===== src/verilog/tls_consts.vh =====
/*
 * Constants of the polled terminal line sharer: register offsets, control
 * field positions, reset values and scan-state codes.
 * Assumes inclusion by bare name from the design files of this block.
 */
`ifndef TLS_CONSTS_VH
`define TLS_CONSTS_VH

// Register byte offsets on the APB bus.
`define TLS_OFF_CTRL    8'h00
`define TLS_OFF_POLL    8'h04
`define TLS_OFF_STATUS  8'h08
`define TLS_OFF_ASYNC   8'h0c

// Control register fields.
`define TLS_CTRL_GRP_LO   0
`define TLS_CTRL_GRP_HI   1
`define TLS_CTRL_PRIO     2
`define TLS_CTRL_MULTI    3
`define TLS_CTRL_FULLDPX  4
`define TLS_CTRL_SYNC     5
`define TLS_CTRL_LEN_LO   6
`define TLS_CTRL_LEN_HI   7
`define TLS_CTRL_CASCADE  8
`define TLS_CTRL_SEQCLR   9
`define TLS_CTRL_W        10
`define TLS_CTRL_RST      10'h0e3

// Poll register command bit and status bit that clears on write of one.
`define TLS_POLL_BIT      0
`define TLS_STAT_NODATA   0

// Character length codes and figures in bits.
`define TLS_LEN_6         2'h0
`define TLS_LEN_7         2'h1
`define TLS_BITS_6        4'h6
`define TLS_BITS_7        4'h7
`define TLS_BITS_8        4'h8
`define TLS_ASYNC_FRAME   4'h2

// Channel groups of four and group thresholds.
`define TLS_GRP_2         2'h1
`define TLS_GRP_3         2'h2
`define TLS_GRP_4         2'h3
`define TLS_GROUP_LOW     4'hf

// Scan states, one-hot.
`define TLS_ST_IDLE       5'h01
`define TLS_ST_WAIT       5'h02
`define TLS_ST_SCAN       5'h04
`define TLS_ST_GRANT      5'h08
`define TLS_ST_DONE       5'h10

// Synchroniser width and positions of the link signals inside it.
`define TLS_SYNC_W        36
`define TLS_SY_RXD        32
`define TLS_SY_CD         33
`define TLS_SY_RXCLK      34
`define TLS_SY_TXCLK      35

`endif


===== src/verilog/tls_sum8.v =====
/*
 * One summation group of eight terminal channels: the wired-or of requests,
 * the selected channel's request and the selected channel's transmit data.
 * Assumes synchronised inputs and a one-hot or zero select vector.
 */
`timescale 1ns/100ps
`default_nettype none

module tls_sum8 (
    input  wire [7:0] rts,      // Requests of the eight channels.
    input  wire [7:0] txd,      // Transmit data of the eight channels.
    input  wire [7:0] sel,      // One-hot channel select.
    input  wire       grp_en,   // Group fitted.
    output wire       any_rts,  // Some channel of the group requests.
    output wire       sel_rts,  // The selected channel requests.
    output wire       sel_txd   // Data of the selected channel.
);

    // Summation of the group, gated by whether the group is fitted.
    assign any_rts = grp_en & (|rts);
    assign sel_rts = grp_en & (|(rts & sel));
    assign sel_txd = grp_en & (|(txd & sel));

endmodule

`default_nettype wire


===== src/verilog/tls_sharer.v =====
/*
 * Polled terminal line sharer: shares one modem line among 4 to 16 terminals,
 * broadcasting the received side and granting clear to send to one terminal
 * at a time, with an APB register file for options and status.
 * Assumes pins and modem clocks are asynchronous to pclk and an APB master.
 */
`timescale 1ns/100ps
`default_nettype none
`include "tls_consts.vh"

module tls_sharer (
    input  wire        pclk,          // System clock.
    input  wire        presetn,       // Asynchronous reset, active low.
    input  wire        psel,          // APB select.
    input  wire        penable,       // APB enable.
    input  wire        pwrite,        // APB write.
    input  wire [7:0]  paddr,         // APB byte address.
    input  wire [31:0] pwdata,        // APB write data.
    output reg  [31:0] prdata,        // APB read data.
    output wire        pready,        // APB ready.
    output wire        pslverr,       // APB error for unmapped address.
    input  wire        modem_rxd,     // Received data from modem.
    input  wire        modem_cd,      // Received line signal detector.
    input  wire        modem_rxclk,   // Receiver timing element.
    input  wire        modem_txclk,   // Transmitter timing element.
    output reg         modem_rts,     // Request to send toward modem.
    output reg         modem_txd,     // Transmit data toward modem.
    input  wire [15:0] term_rts,      // Terminal requests to send.
    input  wire [15:0] term_txd,      // Terminal transmit data.
    output reg  [15:0] term_cts,      // Clear to send per terminal.
    output reg  [15:0] term_rxd,      // Broadcast received data.
    output reg  [15:0] term_cd,       // Broadcast carrier detect.
    output reg  [15:0] term_rxclk,    // Broadcast receive clock.
    output reg  [15:0] term_txclk,    // Broadcast transmit clock.
    output reg  [15:0] term_async_en, // Terminals allowed to send async.
    output reg         casc_txclk,    // Serial clock toward a cascade head.
    output reg         casc_rts,      // Summed request toward a cascade head.
    output reg         no_data        // One-cycle no-data pulse toward the site.
);

    reg  [`TLS_SYNC_W-1:0] s1_reg;
    reg  [`TLS_SYNC_W-1:0] s2_reg;
    reg                    txclk_prev_reg;
    reg  [`TLS_CTRL_W-1:0] ctrl_reg;
    reg  [15:0]            async_reg;
    reg                    poll_pend_reg;
    reg                    nodata_sticky_reg;
    reg  [4:0]             state_reg;
    reg  [4:0]             state_next;
    reg  [3:0]             cnt_reg;
    reg  [3:0]             cnt_next;
    reg  [3:0]             chr_reg;
    reg  [3:0]             chr_next;
    reg                    poll_take;
    reg                    nodata_evt;
    reg  [3:0]             char_bits;
    wire [15:0]            rts_s;
    wire [15:0]            txd_s;
    wire [1:0]             grp;
    wire [15:0]            ch_en;
    wire [15:0]            rts_v;
    wire [15:0]            sel;
    wire                   any_lo;
    wire                   any_hi;
    wire                   selr_lo;
    wire                   selr_hi;
    wire                   seld_lo;
    wire                   seld_hi;
    wire                   any_rts;
    wire                   sel_rts;
    wire                   sel_txd;
    wire                   txclk_edge;
    wire                   granting;
    wire                   seq_clr;
    wire                   wr_acc;
    wire                   rd_setup;
    wire                   mapped;
    wire                   poll_wr;
    wire                   nodata_clr;
    wire                   half_block;

    // Two-stage synchroniser for every pin arriving from outside pclk.
    always @(posedge pclk or negedge presetn) begin
        if (!presetn) begin
            s1_reg <= {`TLS_SYNC_W{1'b0}};
            s2_reg <= {`TLS_SYNC_W{1'b0}};
        end else begin
            s1_reg <= {modem_txclk, modem_rxclk, modem_cd, modem_rxd, term_txd, term_rts};
            s2_reg <= s1_reg;
        end
    end

    assign rts_s = s2_reg[15:0];
    assign txd_s = s2_reg[31:16];

    // Edge finder on the synchronised transmitter timing element.
    always @(posedge pclk or negedge presetn) begin
        if (!presetn) begin
            txclk_prev_reg <= 1'b0;
        end else begin
            txclk_prev_reg <= s2_reg[`TLS_SY_TXCLK];
        end
    end

    assign txclk_edge = s2_reg[`TLS_SY_TXCLK] & ~txclk_prev_reg;

    // Channel groups of four enable the fitted channels.
    assign grp   = ctrl_reg[`TLS_CTRL_GRP_HI:`TLS_CTRL_GRP_LO];
    assign ch_en = {{4{grp == `TLS_GRP_4}}, {4{grp >= `TLS_GRP_3}},
                    {4{grp >= `TLS_GRP_2}}, `TLS_GROUP_LOW};
    assign rts_v = rts_s & ch_en;

    // Decode of the scan counter into sixteen exclusive selects.
    assign granting = (state_reg == `TLS_ST_SCAN) | (state_reg == `TLS_ST_GRANT);
    assign sel      = granting ? (16'h0001 << cnt_reg) : 16'h0000;

    // Summation in groups of eight; the upper group is fitted above eight.
    tls_sum8 u_sum_lo (
        .rts     (rts_v[7:0]),
        .txd     (txd_s[7:0]),
        .sel     (sel[7:0]),
        .grp_en  (1'b1),
        .any_rts (any_lo),
        .sel_rts (selr_lo),
        .sel_txd (seld_lo)
    );

    tls_sum8 u_sum_hi (
        .rts     (rts_v[15:8]),
        .txd     (txd_s[15:8]),
        .sel     (sel[15:8]),
        .grp_en  (grp >= `TLS_GRP_3),
        .any_rts (any_hi),
        .sel_rts (selr_hi),
        .sel_txd (seld_hi)
    );

    assign any_rts = any_lo | any_hi;
    assign sel_rts = selr_lo | selr_hi;
    assign sel_txd = seld_lo | seld_hi;

    // Character time in bits of the link, framing added in an async system.
    always @* begin
        case (ctrl_reg[`TLS_CTRL_LEN_HI:`TLS_CTRL_LEN_LO])
            `TLS_LEN_6: char_bits = `TLS_BITS_6;
            `TLS_LEN_7: char_bits = `TLS_BITS_7;
            default:    char_bits = `TLS_BITS_8;
        endcase
        if (!ctrl_reg[`TLS_CTRL_SYNC]) begin
            char_bits = char_bits + `TLS_ASYNC_FRAME;
        end
    end

    assign seq_clr = ctrl_reg[`TLS_CTRL_SEQCLR];

    // Scan sequencer: delay, scan, grant and wait for a further poll.
    always @* begin
        state_next = state_reg;
        cnt_next   = cnt_reg;
        chr_next   = chr_reg;
        poll_take  = 1'b0;
        nodata_evt = 1'b0;
        case (state_reg)
            `TLS_ST_IDLE: begin
                chr_next = 4'h0;
                if (any_rts | poll_pend_reg) begin
                    state_next = `TLS_ST_WAIT;
                end
            end
            `TLS_ST_WAIT: begin
                if (chr_reg >= char_bits) begin
                    poll_take = poll_pend_reg;
                    if (any_rts) begin
                        state_next = `TLS_ST_SCAN;
                    end else begin
                        nodata_evt = poll_pend_reg;
                        state_next = `TLS_ST_IDLE;
                    end
                end else if (txclk_edge) begin
                    chr_next = chr_reg + 4'h1;
                end
            end
            `TLS_ST_SCAN: begin
                if (!any_rts) begin
                    state_next = `TLS_ST_IDLE;
                end else if (sel_rts) begin
                    state_next = `TLS_ST_GRANT;
                end else begin
                    cnt_next = cnt_reg + 4'h1;
                end
            end
            `TLS_ST_GRANT: begin
                if (!sel_rts) begin
                    if (ctrl_reg[`TLS_CTRL_MULTI]) begin
                        state_next = `TLS_ST_SCAN;
                    end else begin
                        state_next = `TLS_ST_DONE;
                    end
                    if (ctrl_reg[`TLS_CTRL_PRIO]) begin
                        cnt_next = 4'h0;
                    end else begin
                        cnt_next = cnt_reg + 4'h1;
                    end
                end
            end
            `TLS_ST_DONE: begin
                if (poll_pend_reg) begin
                    poll_take  = 1'b1;
                    state_next = `TLS_ST_SCAN;
                end else if (!any_rts) begin
                    state_next = `TLS_ST_IDLE;
                end
            end
            default: begin
                state_next = `TLS_ST_IDLE;
            end
        endcase
        if (!any_rts) begin
            cnt_next = 4'h0;
        end
    end

    // Sequencer registers, also cleared on command from software.
    always @(posedge pclk or negedge presetn) begin
        if (!presetn) begin
            state_reg <= `TLS_ST_IDLE;
            cnt_reg   <= 4'h0;
            chr_reg   <= 4'h0;
        end else if (seq_clr) begin
            state_reg <= `TLS_ST_IDLE;
            cnt_reg   <= 4'h0;
            chr_reg   <= 4'h0;
        end else begin
            state_reg <= state_next;
            cnt_reg   <= cnt_next;
            chr_reg   <= chr_next;
        end
    end

    // APB decode; registers answer with no wait states.
    assign pready     = 1'b1;
    assign mapped     = (paddr == `TLS_OFF_CTRL) | (paddr == `TLS_OFF_POLL) |
                        (paddr == `TLS_OFF_STATUS) | (paddr == `TLS_OFF_ASYNC);
    assign pslverr    = psel & penable & ~mapped;
    assign wr_acc     = psel & penable & pwrite & mapped;
    assign rd_setup   = psel & ~penable & ~pwrite;
    assign poll_wr    = wr_acc & (paddr == `TLS_OFF_POLL) & pwdata[`TLS_POLL_BIT];
    assign nodata_clr = wr_acc & (paddr == `TLS_OFF_STATUS) & pwdata[`TLS_STAT_NODATA];

    // Writable option registers.
    always @(posedge pclk or negedge presetn) begin
        if (!presetn) begin
            ctrl_reg  <= `TLS_CTRL_RST;
            async_reg <= 16'h0000;
        end else begin
            if (wr_acc & (paddr == `TLS_OFF_CTRL)) begin
                ctrl_reg <= pwdata[`TLS_CTRL_W-1:0];
            end
            if (wr_acc & (paddr == `TLS_OFF_ASYNC)) begin
                async_reg <= pwdata[15:0];
            end
        end
    end

    // Poll pending and no-data flags; a set beats a clear in the same cycle.
    always @(posedge pclk or negedge presetn) begin
        if (!presetn) begin
            poll_pend_reg     <= 1'b0;
            nodata_sticky_reg <= 1'b0;
        end else begin
            if (poll_wr) begin
                poll_pend_reg <= 1'b1;
            end else if (poll_take | seq_clr) begin
                poll_pend_reg <= 1'b0;
            end
            if (nodata_evt & ~seq_clr) begin
                nodata_sticky_reg <= 1'b1;
            end else if (nodata_clr) begin
                nodata_sticky_reg <= 1'b0;
            end
        end
    end

    // Read data is captured in the setup cycle and stands in the access cycle.
    always @(posedge pclk or negedge presetn) begin
        if (!presetn) begin
            prdata <= 32'h00000000;
        end else if (rd_setup) begin
            case (paddr)
                `TLS_OFF_CTRL:   prdata <= {22'h000000, ctrl_reg};
                `TLS_OFF_STATUS: prdata <= {rts_v, 3'h0, state_reg, cnt_reg,
                                            any_rts, 1'b0, poll_pend_reg, nodata_sticky_reg};
                `TLS_OFF_ASYNC:  prdata <= {16'h0000, async_reg};
                default:         prdata <= 32'h00000000;
            endcase
        end
    end

    assign half_block = ~ctrl_reg[`TLS_CTRL_FULLDPX] & (state_reg == `TLS_ST_GRANT);

    // Modem and terminal outputs, all from flip-flops.
    always @(posedge pclk or negedge presetn) begin
        if (!presetn) begin
            modem_rts     <= 1'b0;
            modem_txd     <= 1'b1;
            term_cts      <= 16'h0000;
            term_rxd      <= 16'hffff;
            term_cd       <= 16'h0000;
            term_rxclk    <= 16'h0000;
            term_txclk    <= 16'h0000;
            term_async_en <= 16'h0000;
            casc_txclk    <= 1'b0;
            casc_rts      <= 1'b0;
            no_data       <= 1'b0;
        end else begin
            modem_rts  <= any_rts;
            modem_txd  <= (state_reg == `TLS_ST_GRANT) ? sel_txd : 1'b1;
            term_cts   <= ((state_reg == `TLS_ST_GRANT) & sel_rts & ~seq_clr) ?
                          sel : 16'h0000;
            term_rxd   <= {16{s2_reg[`TLS_SY_RXD] | half_block}};
            term_cd    <= {16{s2_reg[`TLS_SY_CD]}};
            term_rxclk <= {16{s2_reg[`TLS_SY_RXCLK]}};
            term_txclk <= {16{s2_reg[`TLS_SY_TXCLK]}};
            term_async_en <= ctrl_reg[`TLS_CTRL_SYNC] ? (async_reg & ch_en) : 16'h0000;
            casc_txclk <= ctrl_reg[`TLS_CTRL_CASCADE] & s2_reg[`TLS_SY_TXCLK];
            casc_rts   <= ctrl_reg[`TLS_CTRL_CASCADE] & any_rts;
            no_data    <= nodata_evt & ~seq_clr;
        end
    end

endmodule

`default_nettype wire


===== config.mk =====
export PLATFORM = sky130hd
export DESIGN_NAME = tls_sharer
export DESIGN_NICKNAME = d
export VERILOG_FILES = /design/src/verilog/tls_sum8.v /design/src/verilog/tls_sharer.v
export VERILOG_INCLUDE_DIRS = /design/src /design/src/verilog
export SDC_FILE = /design/constraint.sdc
export NUM_CORES = 1
export LEC_CHECK = 0
export BUFFER_PORTS_ARGS = -buffer_cell sky130_fd_sc_hd__buf_2
export CAP_MARGIN = 20
export CORE_MARGIN = 4
export CORE_UTILIZATION = 52
export CTS_CLUSTER_DIAMETER = 120
export DETAILED_ROUTE_END_ITERATION = 16
export PLACE_DENSITY = 0.8
export RECOVER_POWER = 100
export SLEW_MARGIN = 20
export SYNTH_ARGS = -nofsm -noshare
export SYNTH_HDL_FRONTEND = slang
export SYNTH_SLANG_ARGS = --single-unit
export TNS_END_PERCENT = 10

===== constraint.sdc =====
create_clock -name pclk -period 3.65 [get_ports pclk]
set_input_delay 0.365 -clock pclk [delete_from_list [all_inputs] [get_ports pclk]]
set_output_delay 0.365 -clock pclk [all_outputs]
set_load 0.02 [all_outputs]

==> results.md <==
- Status: finished with violations
- Final worst-path cycle share: 82.6%
- Dpl ws: 730 ps
- Core Util, Final: 60.8%
- Vias in the first global route: 5044
- Initial DRC Count: 325
- Pin count of the biggest net entering global routing: 107
- Sw frac: 28.5%
- Cell row count: 43
- PortBufs: 198
- Switching power total: 1.33 mW
- Max Cap Viol: 1
- Count of final hold-check violations: 0
- Lkg Pwr: 3.98 nW
- TNS Setup: 0 ps
- Filler cells: 1180
- Fmax achieved: 332 MHz
- Reg clk slew, reported paths: 70 ps
- Mean Syn Cell Area: 12.5 um^2
- Post-synth EDFFs: 0
- First-pass DRT Iterations: 6
- Arr. time, crit path: 3330 ps
- Worst-skew pair later-pin latency: 430 ps
- CP Capture Type: register
- Post-DR vias/cell: 5.47
- Internal power: 3.33 mW
- CTS H-Tree Depth: 4
- P&R area growth vs syn: 14.1%
- Initial Utilization: 53.3%
- Worst reg2reg path startpoint: ctrl_reg[5]
- Slew @ Worst Pin: 2560 ps
- Count of final max-slew check failures: 106
- Top_reg_cell synth: dfrtp_1
- Reg-to-reg slack, setup: 630 ps
- Nets: 819
- Chip height: 127 um
- Root Buffer: clkbuf_16
- Hold_buf cts: 0
- Crit. Startpoint: ctrl_reg[5]
- R2R cell count: 7
- Critical path type: reg2reg
- Commonest non-fill, non-tap cell in the layout: dfrtp_1
- GRT Overall Usage: 19.9%
- Hold Slack: 39.3 ps
- Setup Buffers After CTS: 0
- Sink Count: 186
- Total routed wirelength: 16000 um
- Final setup skew: 5.80 ps
- First-pass GRT wire length: 25200 um
- WL/cell: 17.4 um
- Gpl congestion: 0.858
- Synth cell types: 63
- Power Dens Cells: 550 mW/mm^2
- Area of the die: 0.0162 mm^2
- Antenna violations before repair: 0
- Crit path to: state_reg[2]
- Mapped Cells: 593
- Violated checks: max-capacitance violations, max-slew violations
- Core area: 0.0139 mm^2
- Clock power share: 37.1%
- Worst Setup Start Kind: register
- Asr flop ratio synth: 100%
- Setup Viol. Count Final: 0
- Synth Register Bits: 186
- Clock period minus worst slack: 3020 ps
- CTS tree: done
- IO Pins: 216
- Min setup slack post-route: 634 ps
- Reg area: 0.00466 mm^2
- Flop pwr share: 48.7%
- Die Wd: 127 um
- Vias: 5025
- Comb pwr share: 14.3%
- CP required: 3960 ps
- Area of the multi-input gates: 0.00212 mm^2
- Reg2reg end: state_reg[2]
- Worst Path Max Fanout: 16
- Yosys warnings: 0
- Routed Antenna Nets: 0
- Commonest cells after routing, fill and taps aside: dfrtp_1, clkbuf_1, buf_2
- Post-cts sizing count: 0
- Seq/Total Area, Yosys: 62.9%
- Final routed DRC violation total: 0
- RSZ-0062 raised after global routing: no
- Final HPWL DP: 11300 um
- Layout cells sized above 1: 19.6%
- Slew headroom: -70.7%
- Maximum VDD drop: 0.330 mV
- # diodes: 0
- Total CTS buffers: 17
- Congestion Overflow GR: 0
- Hold Crit Class: in2reg
- Mapped Nets: 686
- Netlist Area Pre-Place: 0.00742 mm^2
- Bufs on Longest Clock Path: 2
[routing by layer]
| metal | vias to the layer above | routed length [um] | global-route usage [%] |
|---|---|---|---|
| met1 | 2443 | 6270 | 24.7 |
| met2 | 262 | 7970 | 33.1 |
| li1 | 2279 | - | - |
| met5 | - | 0 | 0 |
| met3 | 41 | 1330 | 4.81 |
| met4 | 0 | 393 | 9.15 |
[synthesized netlist by cell type, types with 3 or more instances]
library cell | number | area share (%)
a22oi_1 | 4 | 0.40
nor4_1 | 6 | 0.51
buf_6 | 3 | 0.46
dfrtp_1 | 178 | 60
a22o_1 | 13 | 1.5
mux2_2 | 26 | 3.9
o21ai_0 | 18 | 1.2
nor2b_1 | 3 | 0.25
or4_1 | 3 | 0.30
nand2_1 | 50 | 2.5
o31ai_1 | 11 | 1.1
nand3_1 | 9 | 0.61
a32o_1 | 5 | 0.67
a31oi_1 | 3 | 0.25
mux2i_1 | 12 | 1.6
nor3_1 | 4 | 0.27
and3_1 | 22 | 1.9
inv_1 | 10 | 0.51
a21oi_1 | 16 | 1.1
a222oi_1 | 5 | 0.67
clkbuf_1 | 15 | 0.76
and2_1 | 13 | 1.1
nor2_1 | 30 | 1.5
ha_1 | 12 | 2.0
buf_4 | 63 | 6.4
dfstp_2 | 8 | 2.8
[cells by family (layout without fill, tap and decap cells)]
group	Yosys count	after routing	share of synthesized area (%)
DFF	186	186	62.9
and+or+nand+nor	161	161	11.0
buffers and inverters	98	244	8.63
AOI/OAI and AO/OA	94	94	9.48
muxes	38	38	5.56
adders and majority gates	12	12	2.02
xor gates and xnor gates	3	3	0.354
other	1	1	0.0505
[worst min-delay path by stage]
stage          slack [ps]         from  cells after the start           end
3_3_place_gp          330    s1_reg[7]                      0     s2_reg[7]
2_1_floorplan          70      presetn                      0  async_reg[0]
5_1_grt                20  term_txd[4]                      1    s1_reg[20]
4_1_cts                20  term_rts[2]                      1     s1_reg[2]
3_5_place_dp          330   s1_reg[10]                      0    s2_reg[10]
6_report               40  term_rts[4]                      1     s1_reg[4]
[area by class of cell]
cell class,count,share of cell area (%)
Inverter,11,0.488
Tap cell,180,2.66
Clock inverter,12,1.26
Sequential cell,186,55.1
Multi-Input combinational cell,309,25.0
Clock buffer,20,5.39
Timing Repair Buffer,201,10.1
[worst max-delay path, cell delays in order, from the launching register on]
cell       delay (ps)
dfstp_2           710
ha_1              290
ha_1              270
a2111oi_0         720
o21ai_0           360
and3_1            290
o21ai_0           170
a21oi_1           100
[power by group through the flow]
stage	clock, mW	sequential, mW	combinational, mW
2_1_floorplan	0	2.25	0.551
3_3_place_gp	0	2.29	0.646
3_5_place_dp	0	2.30	0.671
4_1_cts	1.76	2.26	0.675
5_1_grt	1.85	2.28	0.743
6_report	1.73	2.27	0.665
[through the flow]
step / instances / total power, mW / cell area (um^2)
final: 919 / 4.66 / 8470
after global routing: 919 / 4.87 / 8470
after CTS: 919 / 4.70 / 8640
after detailed placement: 887 / 2.97 / 8080
after global placement: 887 / 2.94 / 8080
after floorplan: 593 / 2.80 / 7420
No activity file was read; power rests on OpenSTA's default activity.
